File: src/hw/spi_port_map.svh
// Register map, field positions, reset values and counts of the serial port.
// Assumes inclusion by bare name from the design files.
`ifndef SPI_PORT_MAP_SVH
`define SPI_PORT_MAP_SVH
// ======================================================
// Register offsets
`define OFS_BUFFER 8'h00
`define OFS_CONTROL 8'h04
`define OFS_STATUS 8'h08
`define OFS_IRQ 8'h0C
`define OFS_PINS 8'h10
// ======================================================
// Field positions
`define CTL_WRITE_COLLISION 7
`define CTL_OVF 6
`define CTL_EN 5
`define CTL_CKP 4
`define STA_SMP 7
`define STA_CKE 6
`define STA_BF 0
`define IRQ_FLAG 0
`define IRQ_EN 1
`define PIN_SDO_DIR 0
`define PIN_SCK_DIR 1
`define PIN_SS_DIR 2
`define PIN_SS_LATCH 3
// ======================================================
// Reset values
`define MODE_RESET 4'h0
`define PINS_RESET 4'hF
`define SYNC_RESET 3'h4
// ======================================================
// Counts
`define LAST_SAMPLE 4'h7
`define LAST_EDGE 5'h0F
`define HALF_DIV4 6'h01
`define HALF_DIV16 6'h07
`define HALF_DIV64 6'h1F
// ======================================================
// Bus answers
`define RESP_OKAY 2'h0
`define RESP_SLVERR 2'h2
`endif

File: src/hw/spi_port_pkg.sv
// Types shared by the serial port modules.
// Assumes nothing of its surroundings.
package spi_port_pkg;
  typedef enum logic [3:0] {
    MODE_MASTER_DIV4 = 4'b0000,
    MODE_MASTER_DIV16 = 4'b0001,
    MODE_MASTER_DIV64 = 4'b0010,
    MODE_MASTER_TIMER = 4'b0011,
    MODE_SLAVE_SS = 4'b0100,
    MODE_SLAVE_FREE = 4'b0101
  } port_mode_t;
  typedef enum logic {
    ENG_IDLE = 1'b0,
    ENG_RUN = 1'b1
  } engine_state_t;
endpackage

File: src/hw/engine_if.sv
// Link between the register side of the serial port and its shift engine.
// Assumes both ends run on the same clock.
`timescale 1ns/100ps
interface engine_if;
  logic clear;
  logic load;
  logic [7:0] load_data;
  logic tick;
  logic master;
  logic cke;
  logic sample_phase;
  logic clock_polarity;
  logic serial_in;
  logic busy;
  logic done;
  logic [7:0] rx_data;
  logic tx_bit;
  logic sck_lvl;
  modport ctrl (output clear, load, load_data, tick, master, cke, sample_phase, clock_polarity, serial_in,
                input busy, done, rx_data, tx_bit, sck_lvl);
  modport eng (input clear, load, load_data, tick, master, cke, sample_phase, clock_polarity, serial_in,
               output busy, done, rx_data, tx_bit, sck_lvl);
endinterface

File: src/hw/serial_engine.sv
// Byte shift engine: counts clock edges, shifts out and samples in, MSB first.
// Assumes one tick per serial clock edge, supplied by the register side.
`timescale 1ns/100ps
`include "spi_port_map.svh"
module serial_engine (
  // Clock and reset
  input wire logic aclk,
  input wire logic aresetn,
  // Control side
  engine_if.eng bus
);
  spi_port_pkg::engine_state_t state_q;
  logic [4:0] edge_q;
  logic [3:0] cnt_q;
  logic [7:0] rx_q;
  logic [7:0] tx_q;
  logic sck_q;
  logic done_q;
  logic run_tick;
  logic mid_pt;
  logic shift_pt;
  logic sample_pt;
  logic last;
  logic [1:0] samp_dly_q;
  logic [1:0] done_dly_q;
  logic samp_now;

  // ======================================================
  // Edge roles
  // Edge parity picks output or sample edge from the edge-select bit.
  assign mid_pt = edge_q[0] != bus.cke;
  assign shift_pt = (edge_q[0] == bus.cke) && (edge_q != 5'h00);
  assign sample_pt = bus.sample_phase ? shift_pt : mid_pt;
  assign last = sample_pt && (cnt_q == `LAST_SAMPLE);
  assign run_tick = bus.tick && ((state_q == spi_port_pkg::ENG_RUN) || !bus.master);

  // ======================================================
  // Sequence
  always_ff @(posedge aclk) begin
    if (!aresetn || bus.clear) begin
      state_q <= spi_port_pkg::ENG_IDLE;
      edge_q <= 5'h00;
      cnt_q <= 4'h0;
      done_q <= 1'b0;
    end else begin
      done_q <= 1'b0;
      if (bus.load) begin
        state_q <= bus.master ? spi_port_pkg::ENG_RUN : spi_port_pkg::ENG_IDLE;
        edge_q <= 5'h00;
        cnt_q <= 4'h0;
      end else if (run_tick) begin
        if (last) begin
          state_q <= spi_port_pkg::ENG_IDLE;
          edge_q <= 5'h00;
          cnt_q <= 4'h0;
          done_q <= 1'b1;
        end else begin
          state_q <= spi_port_pkg::ENG_RUN;
          edge_q <= edge_q + 5'h01;
          if (sample_pt) begin
            cnt_q <= cnt_q + 4'h1;
          end
        end
      end
    end
  end

  // ======================================================
  // Master sample delay
  // A master sample waits two cycles, one for each flop of the input synchroniser.
  // The byte end waits with it, so the buffer never takes a byte that still lacks its last bit.
  always_ff @(posedge aclk) begin
    if (!aresetn || bus.clear) begin
      samp_dly_q <= 2'h0;
      done_dly_q <= 2'h0;
    end else begin
      samp_dly_q <= {samp_dly_q[0], run_tick && sample_pt && bus.master};
      done_dly_q <= {done_dly_q[0], done_q && bus.master};
    end
  end
  assign samp_now = bus.master ? samp_dly_q[1] : (run_tick && sample_pt);

  // ======================================================
  // Data paths
  always_ff @(posedge aclk) begin
    if (!aresetn) begin
      tx_q <= 8'h00;
    end else if (bus.load) begin
      tx_q <= bus.load_data;
    end else if (run_tick && shift_pt) begin
      tx_q <= {tx_q[6:0], 1'b0};
    end
  end

  always_ff @(posedge aclk) begin
    if (!aresetn) begin
      rx_q <= 8'h00;
    end else if (samp_now) begin
      rx_q <= {rx_q[6:0], bus.serial_in};
    end
  end

  always_ff @(posedge aclk) begin
    if (!aresetn) begin
      sck_q <= 1'b0;
    end else if (state_q == spi_port_pkg::ENG_IDLE) begin
      sck_q <= bus.clock_polarity;
    end else if (run_tick && bus.master && (edge_q <= `LAST_EDGE)) begin
      sck_q <= ~sck_q;
    end
  end

  assign bus.busy = state_q == spi_port_pkg::ENG_RUN;
  assign bus.done = bus.master ? done_dly_q[1] : done_q;
  assign bus.rx_data = rx_q;
  assign bus.tx_bit = tx_q[7];
  assign bus.sck_lvl = sck_q;

  // ======================================================
  // Checks
  chk_sck_idle_level:
  assert property (@(posedge aclk) disable iff (!aresetn)
    ($past(state_q) == spi_port_pkg::ENG_IDLE) && (state_q == spi_port_pkg::ENG_IDLE) && $stable(bus.clock_polarity)
    |-> sck_q == bus.clock_polarity)
    else $error("Serial clock not at idle level.");
  chk_byte_eight_samples:
  assert property (@(posedge aclk) disable iff (!aresetn)
    $rose(done_q) |-> ($past(cnt_q) == `LAST_SAMPLE) && $past(run_tick))
    else $error("Byte completed without eight samples.");
  chk_msb_first_out:
  assert property (@(posedge aclk) disable iff (!aresetn)
    bus.load |=> bus.tx_bit == $past(bus.load_data[7]))
    else $error("First bit out is not the most significant.");
  chk_master_clock_toggle:
  assert property (@(posedge aclk) disable iff (!aresetn || bus.clear)
    (run_tick && bus.master && (edge_q <= `LAST_EDGE) && !bus.load) |=> sck_q != $past(sck_q))
    else $error("Master clock edge missing.");
endmodule

File: src/hw/spi_port.sv
// Serial port in SPI mode with an AXI4-Lite register slave.
// Assumes pins arrive unsynchronised and the timer pulse is on aclk.
`timescale 1ns/100ps
`include "spi_port_map.svh"
module spi_port (
  // Clock and reset
  input wire logic aclk,
  input wire logic aresetn,
  // AXI4-Lite write
  input wire logic awvalid,
  output logic awready,
  input wire logic [7:0] awaddr,
  input wire logic wvalid,
  output logic wready,
  input wire logic [31:0] wdata,
  input wire logic [3:0] wstrb,
  output logic bvalid,
  input wire logic bready,
  output logic [1:0] bresp,
  // AXI4-Lite read
  input wire logic arvalid,
  output logic arready,
  input wire logic [7:0] araddr,
  output logic rvalid,
  input wire logic rready,
  output logic [31:0] rdata,
  output logic [1:0] rresp,
  // Serial pins
  input wire logic sck_i,
  output logic sck_o,
  output logic sck_oe,
  input wire logic sdi_i,
  output logic sdo_o,
  output logic sdo_oe,
  input wire logic ss_n_i,
  output logic ss_n_o,
  output logic ss_n_oe,
  // System
  input wire logic sleep,
  input wire logic timer_two_pulse,
  output logic port_irq
);
  engine_if eng ();

  logic aw_free_q, w_free_q, ar_free_q, bvalid_q, rvalid_q;
  logic [7:0] awaddr_q;
  logic [7:0] wdata_q;
  logic wlane_q;
  logic [1:0] bresp_q, rresp_q;
  logic [31:0] rdata_q;
  logic [2:0] meta_q, sync_q;
  logic sck_prev_q;
  logic write_collision_q, ovf_q, en_q, ckp_q, smp_q, cke_q, bf_q, flag_q, irq_en_q;
  logic [3:0] mode_q;
  logic [3:0] pins_q;
  logic [7:0] buf_q;
  logic [5:0] div_q;
  logic sck_o_q, sck_oe_q, sdo_o_q, sdo_oe_q, ss_n_o_q, ss_n_oe_q, irq_q;
  logic is_master, is_slave, ss_ctrl, ss_level, mod_clear;
  logic wr_go, wr_lane, buf_wr, collide, rd_go, buf_rd;
  logic run_div, mtick, sedge;
  logic [5:0] half_m1;
  logic [31:0] rd_word;
  logic rd_hit;

  // ======================================================
  // Mode decode
  assign is_master = (mode_q == spi_port_pkg::MODE_MASTER_DIV4) || (mode_q == spi_port_pkg::MODE_MASTER_DIV16)
    || (mode_q == spi_port_pkg::MODE_MASTER_DIV64) || (mode_q == spi_port_pkg::MODE_MASTER_TIMER);
  assign is_slave = (mode_q == spi_port_pkg::MODE_SLAVE_SS) || (mode_q == spi_port_pkg::MODE_SLAVE_FREE);
  assign ss_ctrl = mode_q == spi_port_pkg::MODE_SLAVE_SS;
  // A select pin set as output reads back its own latch.
  assign ss_level = pins_q[`PIN_SS_DIR] ? sync_q[2] : pins_q[`PIN_SS_LATCH];
  assign mod_clear = !en_q || (ss_ctrl && ss_level);

  // ======================================================
  // Pin synchronisers
  always_ff @(posedge aclk) begin
    if (!aresetn) begin
      meta_q <= `SYNC_RESET;
      sync_q <= `SYNC_RESET;
      sck_prev_q <= 1'b0;
    end else begin
      meta_q <= {ss_n_i, sdi_i, sck_i};
      sync_q <= meta_q;
      sck_prev_q <= sync_q[0];
    end
  end

  // ======================================================
  // Master bit clock
  always_comb begin
    unique case (mode_q)
      spi_port_pkg::MODE_MASTER_DIV16: half_m1 = `HALF_DIV16;
      spi_port_pkg::MODE_MASTER_DIV64: half_m1 = `HALF_DIV64;
      default: half_m1 = `HALF_DIV4;
    endcase
  end
  // Sleep only clears and holds the divider, so a master byte resumes where it stopped.
  assign run_div = is_master && eng.busy && !sleep && !mod_clear;
  always_ff @(posedge aclk) begin
    if (!aresetn || !run_div || (div_q == half_m1)) begin
      div_q <= 6'h00;
    end else begin
      div_q <= div_q + 6'h01;
    end
  end
  assign mtick = run_div && ((mode_q == spi_port_pkg::MODE_MASTER_TIMER) ? timer_two_pulse : (div_q == half_m1));
  assign sedge = is_slave && pins_q[`PIN_SCK_DIR] && (sync_q[0] != sck_prev_q);

  // ======================================================
  // Engine hookup
  assign eng.clear = mod_clear;
  assign eng.load = buf_wr && !eng.busy && !mod_clear && (is_master || is_slave);
  assign eng.load_data = wdata_q;
  assign eng.tick = !mod_clear && (is_master ? mtick : sedge);
  assign eng.master = is_master;
  assign eng.cke = cke_q;
  assign eng.sample_phase = is_master && smp_q;
  assign eng.clock_polarity = ckp_q;
  assign eng.serial_in = sync_q[1];

  serial_engine u_engine (
    .aclk(aclk),
    .aresetn(aresetn),
    .bus(eng)
  );

  // ======================================================
  // AXI4-Lite slave
  assign wr_go = !aw_free_q && !w_free_q && !bvalid_q;
  assign wr_lane = wr_go && wlane_q;
  assign buf_wr = wr_lane && (awaddr_q == `OFS_BUFFER);
  assign collide = buf_wr && eng.busy;
  assign rd_go = arvalid && ar_free_q;
  assign buf_rd = rd_go && (araddr == `OFS_BUFFER);

  always_ff @(posedge aclk) begin
    if (!aresetn) begin
      aw_free_q <= 1'b1;
      w_free_q <= 1'b1;
      bvalid_q <= 1'b0;
      bresp_q <= `RESP_OKAY;
      awaddr_q <= 8'h00;
      wdata_q <= 8'h00;
      wlane_q <= 1'b0;
    end else begin
      if (awvalid && aw_free_q) begin
        aw_free_q <= 1'b0;
        awaddr_q <= awaddr;
      end
      if (wvalid && w_free_q) begin
        w_free_q <= 1'b0;
        wdata_q <= wdata[7:0];
        wlane_q <= wstrb[0];
      end
      if (wr_go) begin
        bvalid_q <= 1'b1;
        bresp_q <= ((awaddr_q == `OFS_BUFFER) || (awaddr_q == `OFS_CONTROL) || (awaddr_q == `OFS_STATUS)
          || (awaddr_q == `OFS_IRQ) || (awaddr_q == `OFS_PINS)) ? `RESP_OKAY : `RESP_SLVERR;
      end else if (bvalid_q && bready) begin
        bvalid_q <= 1'b0;
        aw_free_q <= 1'b1;
        w_free_q <= 1'b1;
      end
    end
  end

  always_comb begin
    rd_word = 32'h00000000;
    rd_hit = 1'b1;
    unique case (araddr)
      `OFS_BUFFER: rd_word[7:0] = buf_q;
      `OFS_CONTROL: rd_word[7:0] = {write_collision_q, ovf_q, en_q, ckp_q, mode_q};
      `OFS_STATUS: rd_word[7:0] = {smp_q, cke_q, 5'h00, bf_q};
      `OFS_IRQ: rd_word[1:0] = {irq_en_q, flag_q};
      `OFS_PINS: rd_word[3:0] = pins_q;
      default: rd_hit = 1'b0;
    endcase
  end

  always_ff @(posedge aclk) begin
    if (!aresetn) begin
      ar_free_q <= 1'b1;
      rvalid_q <= 1'b0;
      rdata_q <= 32'h00000000;
      rresp_q <= `RESP_OKAY;
    end else if (rd_go) begin
      ar_free_q <= 1'b0;
      rvalid_q <= 1'b1;
      rdata_q <= rd_word;
      rresp_q <= rd_hit ? `RESP_OKAY : `RESP_SLVERR;
    end else if (rvalid_q && rready) begin
      rvalid_q <= 1'b0;
      ar_free_q <= 1'b1;
    end
  end

  // ======================================================
  // Control and status registers
  always_ff @(posedge aclk) begin
    if (!aresetn) begin
      en_q <= 1'b0;
      ckp_q <= 1'b0;
      mode_q <= `MODE_RESET;
      smp_q <= 1'b0;
      cke_q <= 1'b0;
      irq_en_q <= 1'b0;
      pins_q <= `PINS_RESET;
    end else if (wr_lane) begin
      if (awaddr_q == `OFS_CONTROL) begin
        en_q <= wdata_q[`CTL_EN];
        ckp_q <= wdata_q[`CTL_CKP];
        mode_q <= wdata_q[3:0];
      end
      if (awaddr_q == `OFS_STATUS) begin
        smp_q <= wdata_q[`STA_SMP];
        cke_q <= wdata_q[`STA_CKE];
      end
      if (awaddr_q == `OFS_IRQ) begin
        irq_en_q <= wdata_q[`IRQ_EN];
      end
      if (awaddr_q == `OFS_PINS) begin
        pins_q <= wdata_q[3:0];
      end
    end
  end

  // Sticky flags clear on a written zero; a new event in that cycle wins.
  always_ff @(posedge aclk) begin
    if (!aresetn) begin
      write_collision_q <= 1'b0;
      ovf_q <= 1'b0;
    end else begin
      if (collide) begin
        write_collision_q <= 1'b1;
      end else if (wr_lane && (awaddr_q == `OFS_CONTROL) && !wdata_q[`CTL_WRITE_COLLISION]) begin
        write_collision_q <= 1'b0;
      end
      if (eng.done && is_slave && bf_q) begin
        ovf_q <= 1'b1;
      end else if (wr_lane && (awaddr_q == `OFS_CONTROL) && !wdata_q[`CTL_OVF]) begin
        ovf_q <= 1'b0;
      end
    end
  end

  always_ff @(posedge aclk) begin
    if (!aresetn) begin
      flag_q <= 1'b0;
    end else if (eng.done) begin
      flag_q <= 1'b1;
    end else if (wr_lane && (awaddr_q == `OFS_IRQ) && !wdata_q[`IRQ_FLAG]) begin
      flag_q <= 1'b0;
    end
  end

  // ======================================================
  // Receive buffer
  // A slave byte that finds the buffer full is dropped.
  always_ff @(posedge aclk) begin
    if (!aresetn) begin
      buf_q <= 8'h00;
      bf_q <= 1'b0;
    end else begin
      if (eng.done && !(is_slave && bf_q)) begin
        buf_q <= eng.rx_data;
      end else if (buf_wr && !eng.busy) begin
        buf_q <= wdata_q;
      end
      if (eng.done) begin
        bf_q <= 1'b1;
      end else if (buf_rd) begin
        bf_q <= 1'b0;
      end
    end
  end

  // ======================================================
  // Pin drivers
  always_ff @(posedge aclk) begin
    if (!aresetn) begin
      sck_o_q <= 1'b0;
      sck_oe_q <= 1'b0;
      sdo_o_q <= 1'b0;
      sdo_oe_q <= 1'b0;
      ss_n_o_q <= 1'b1;
      ss_n_oe_q <= 1'b0;
      irq_q <= 1'b0;
    end else begin
      sck_o_q <= eng.sck_lvl;
      sck_oe_q <= en_q && is_master && !pins_q[`PIN_SCK_DIR];
      sdo_o_q <= eng.tx_bit;
      sdo_oe_q <= en_q && !pins_q[`PIN_SDO_DIR] && (is_master || (is_slave && !(ss_ctrl && ss_level)));
      ss_n_o_q <= pins_q[`PIN_SS_LATCH];
      ss_n_oe_q <= !pins_q[`PIN_SS_DIR];
      irq_q <= flag_q && irq_en_q;
    end
  end

  assign awready = aw_free_q;
  assign wready = w_free_q;
  assign bvalid = bvalid_q;
  assign bresp = bresp_q;
  assign arready = ar_free_q;
  assign rvalid = rvalid_q;
  assign rdata = rdata_q;
  assign rresp = rresp_q;
  assign sck_o = sck_o_q;
  assign sck_oe = sck_oe_q;
  assign sdo_o = sdo_o_q;
  assign sdo_oe = sdo_oe_q;
  assign ss_n_o = ss_n_o_q;
  assign ss_n_oe = ss_n_oe_q;
  assign port_irq = irq_q;

  // ======================================================
  // Checks
  chk_write_collision_on_busy:
  assert property (@(posedge aclk) disable iff (!aresetn)
    collide |=> write_collision_q && $stable(buf_q))
    else $error("Collision not flagged or buffer changed.");
  chk_bf_on_byte:
  assert property (@(posedge aclk) disable iff (!aresetn)
    eng.done |=> bf_q && flag_q)
    else $error("Byte end did not set full and flag.");
  chk_bf_read_clear:
  assert property (@(posedge aclk) disable iff (!aresetn)
    (buf_rd && !eng.done) |=> !bf_q)
    else $error("Buffer read did not clear full.");
  chk_sdo_float_deselect:
  assert property (@(posedge aclk) disable iff (!aresetn)
    (ss_ctrl && ss_level) |=> !sdo_oe && !eng.busy)
    else $error("Serial out driven while deselected.");
  chk_sleep_freeze:
  assert property (@(posedge aclk) disable iff (!aresetn)
    (sleep && is_master && en_q && eng.busy) |-> !eng.tick ##1 $stable(eng.sck_lvl))
    else $error("Master clock moved during sleep.");
  chk_irq_gated:
  assert property (@(posedge aclk) disable iff (!aresetn)
    ##1 port_irq == ($past(flag_q) && $past(irq_en_q)))
    else $error("Interrupt request not gated by enable.");
endmodule

File: config.mk
export PLATFORM = sky130hd
export DESIGN_NAME = spi_port
export DESIGN_NICKNAME = d
export VERILOG_FILES = /design/src/hw/spi_port_pkg.sv /design/src/hw/engine_if.sv /design/src/hw/serial_engine.sv /design/src/hw/spi_port.sv
export VERILOG_INCLUDE_DIRS = /design/src /design/src/hw
export SDC_FILE = /design/constraint.sdc
export NUM_CORES = 1
export LEC_CHECK = 0
export BUFFER_PORTS_ARGS = -buffer_cell sky130_fd_sc_hd__buf_2
export CAP_MARGIN = 20
export CORE_ASPECT_RATIO = 1.5
export CORE_MARGIN = 8
export CORE_UTILIZATION = 58
export CTS_CLUSTER_SIZE = 8
export DETAILED_ROUTE_END_ITERATION = 7
export GPL_TIMING_DRIVEN = 0
export PLACE_DENSITY = 0.85
export SYNTH_ARGS = -nofsm -noshare
export SYNTH_HDL_FRONTEND = slang
export SYNTH_SLANG_ARGS = --single-unit
File: constraint.sdc
create_clock -name aclk -period 6.81 [get_ports aclk]
set_input_delay 0.3405 -clock aclk [delete_from_list [all_inputs] [get_ports aclk]]
set_output_delay 0.3405 -clock aclk [all_outputs]
set_load 0.01 [all_outputs]
==> flow_metrics.env <==
export IMPL_outcome="finished clean"
export IMPL_cp_end_kind="flip-flop"
export IMPL_cts_made_buffers=9
export IMPL_die_area_sq_mm=0.01187
export IMPL_wl_per_cell_um=16.01
export IMPL_drive_gt1_share_pct=18.07
export IMPL_finish_utilization_pct=69.15
export IMPL_io_pins=112
export IMPL_p_leak_nw=2.634
export IMPL_drtIter0Drc=297
export IMPL_antenna_found_initial=0
export IMPL_synth_top_cell_area_share_pct=43.82
export IMPL_viasPerCell=5.607
export IMPL_required_ns=7.00
export IMPL_synth_most_common_cell="dfxtp_1"
export IMPL_path_class="flip-flop to flip-flop"
export IMPL_grt_pass1_wl_mm=19.53
export IMPL_crit_chain="or4b_2 -> nor4_2 -> nand3_1 -> buf_2 -> o21ai_1 -> buf_2 -> a2111oi_0"
export IMPL_min_period_over_period_pct=37.24
export IMPL_peakVddDrop_mv=0.1754
export IMPL_portBuffers=56
export IMPL_hold_depth=2
export IMPL_async_flop_share_pct=0
export IMPL_maxCapViolCount=0
export IMPL_seq_area_frac_synth_pct=43.82
export IMPL_postSynthCellCount=535
export IMPL_max_slew_margin_rel_pct=40.81
export IMPL_gp_congestion=0.9092
export IMPL_rows=41
export IMPL_worstSetupStartpointType="flip-flop"
export IMPL_skew_ns=0.004723
export IMPL_clock_root_buffer="clkbuf_16"
export IMPL_clock_latency_ns=0.35
export IMPL_hold_path_class="primary input to flip-flop"
export IMPL_synth_seq_cells=109
export IMPL_drt_pass1_iter_count=5
export IMPL_hold_viol=0
export IMPL_fmax_mhz=394.3
export IMPL_wl_mm=11.81
export IMPL_synth_distinct_cells=64
export IMPL_rsz0062_at_grt="no"
export IMPL_ys_top_cells_by_area="dfxtp_1 (44%), mux2i_1 (8.4%), buf_4 (3.9%)"
export IMPL_hold_buffers=0
export IMPL_max_stage_delay_ns=0.69
export IMPL_arrival_ns=2.73
export IMPL_fin_nets=696
export IMPL_synth_top_area_cell="dfxtp_1"
export IMPL_post_cts_buffers=0
export IMPL_ys_warn_count=0
export IMPL_n_antenna_cell=0
export IMPL_fin_setup_tns_ns=0
export IMPL_overflow=0
export IMPL_grt_use_total_pct=20.48
export IMPL_reg2reg_depth=7
export IMPL_r2r_start="bvalid"
export IMPL_ctsResizeCount=0
export IMPL_vias=4138
export IMPL_cts_buffer_depth=2
export IMPL_coreArea_sq_mm=0.008362
export IMPL_htree_levels=3
export IMPL_hold_path_end="meta_q[2]"
export IMPL_fp_dieH_um=129.5
export IMPL_powerDensity_mw_per_mm2=219.8
export IMPL_critical_path_slowest_cell="or4b_2"
export IMPL_tightestPinTransition_ns=0.8837
export IMPL_syn_area_sq_mm=0.004980
export IMPL_antenna_left=0
export IMPL_cpMostUsedCell="buf_2"
export IMPL_setup_violations=0
export IMPL_fill_cells=646
export IMPL_slew_viol_final=0
export IMPL_grt_pass1_vias=4237
export IMPL_cts_sinks=109
export IMPL_avgSynthCellArea_sq_um=9.308
export IMPL_reg2reg_to="u_engine.edge_q[4]"
export IMPL_initial_core_util_pct=59.55
export IMPL_place_hpwl_mm=8.891
export IMPL_die_x_um=91.66
export IMPL_clk_pin_slew_ns=0.07
export IMPL_area_growth_pct=16.11
export IMPL_hp_start="ss_n_i"
export IMPL_crit_fanout=10
export IMPL_grt_max_degree=16
export IMPL_yosys_top_cells_count="dfxtp_1 (109), nand2_1 (49), mux2i_1 (42), nand3_1 (29), nor2b_1 (27)"
export IMPL_period_needed_ns=2.536
export IMPL_reg2reg_slack_ns=4.27
export IMPL_drcViolationCount=0
export IMPL_synth_edf_count=0
export IMPL_synth_main_ff_cell="dfxtp_1"
export IMPL_cts_tree="built"
flip-flops by register name (all words and copies together) (netlist names), 2 cells and up:
name / cells
u_engine.edge_q: 5
u_engine.done_dly_q: 2
awaddr_q: 8
u_engine.tx_q: 8
div_q: 6
u_engine.bus.rx_data: 8
mode_q: 4
pins_q: 4
eng.load_data: 8
sync_q: 3
meta_q: 3
buf_q: 8
u_engine.cnt_q: 4
rdata: 8
u_engine.samp_dly_q: 2
cells by family after synthesis:
group	Yosys count	synth area share [%]
buffers and inverters	68	7.513
other	1	0.07530
adder cells (fa/ha/maj)	5	1.256
flip-flops	109	43.82
XOR/XNOR	10	1.759
AND/OR/NAND/NOR	190	21.08
multiplexers	43	8.894
AO/OA/AOI/OAI	109	15.60
worst max-delay path by stage:
stage               cells after the start         from  slack, ns                 end
detailed placement                      7       bvalid       4.33  u_engine.edge_q[4]
CTS                                     7       bvalid       4.32  u_engine.edge_q[4]
floorplan                               6  awaddr_q[0]       4.61    u_engine.tx_q[0]
global placement                        7       bvalid       4.41  u_engine.edge_q[4]
global route                            7       bvalid       4.10  u_engine.edge_q[4]
finish                                  7       bvalid       4.27  u_engine.edge_q[4]
worst max-delay path: cells and delay by family, from the launching register on:
family | cells | cell delay [ns]
flip-flops | 1 | 0.34
AO/OA/AOI/OAI | 2 | 0.38
AND/OR/NAND/NOR | 3 | 1.15
buffers and inverters | 2 | 0.51
metrics by stage:
| step | std cells | worst slack [ns] | power (mW) | hold WS, ns | instance area (sq um) |
|---|---|---|---|---|---|
| 5_1_grt | 738 | 4.101 | 1.316 | 0.1701 | 5782 |
| 4_1_cts | 738 | 4.320 | 1.277 | 0.1650 | 5782 |
| 3_5_place_dp | 723 | 4.335 | 0.7627 | 0.3988 | 5488 |
| 2_1_floorplan | 560 | 4.608 | 0.7314 | 0.3863 | 5074 |
| 6_report | 738 | 4.274 | 1.271 | 0.1703 | 5782 |
| 3_3_place_gp | 723 | 4.414 | 0.7604 | 0.3962 | 5488 |
power by group:
group          leakage, nW  total [mW]  internal [mW]  switching (mW)
registers            0.884       0.661          0.650          0.0114
clock network        0.143       0.521          0.304           0.217
logic                 1.61      0.0887         0.0402          0.0485
layout make-up:
type                    count  area [sq um]  area share [%]
well taps                 107         133.9           2.316
multi-input cells         383          2517           43.54
flip-flops and latches    109          2182           37.74
clock buffers              14         264.0           4.566
plain buffers              55         325.3           5.626
repair buffers             56         280.3           4.847
inverters                  13         48.80          0.8440
clock inverters             1         30.03          0.5194
metal layers:
metal	up-vias	wire length [um]	track usage [%]
met3	28	548	4.456
met5	-	0	0
met4	0	394	11.91
li1	2007	-	-
met2	119	6356	37.94
met1	1984	4514	20.55
layout by cell type (no fill, tap or decap), types with 2 or more instances in the layout:
cell / count
buf_4: 26
and2_1: 11
xor2_1: 4
clkbuf_16: 9
clkbuf_8: 2
clkbuf_1: 22
nand4_1: 2
inv_1: 13
mux2i_1: 42
a21oi_1: 23
a21boi_0: 24
nor2_1: 20
or4b_2: 2
o21a_1: 4
nor3b_1: 5
or2_2: 2
o211ai_1: 5
o211a_1: 11
dfxtp_1: 109
buf_2: 60
nor2b_1: 27
nor4b_1: 2
nand2b_1: 7
nor3_1: 12
xnor2_1: 6
nand3_1: 29
nand3b_1: 2
ha_1: 5
a211oi_1: 3
conb_1: 26
and3_1: 4
buf_6: 2
o31ai_1: 3
o21ai_0: 20
buf_1: 3
nand2_1: 49
or4_1: 5
Note: power is estimated with default switching activity, not from simulation.
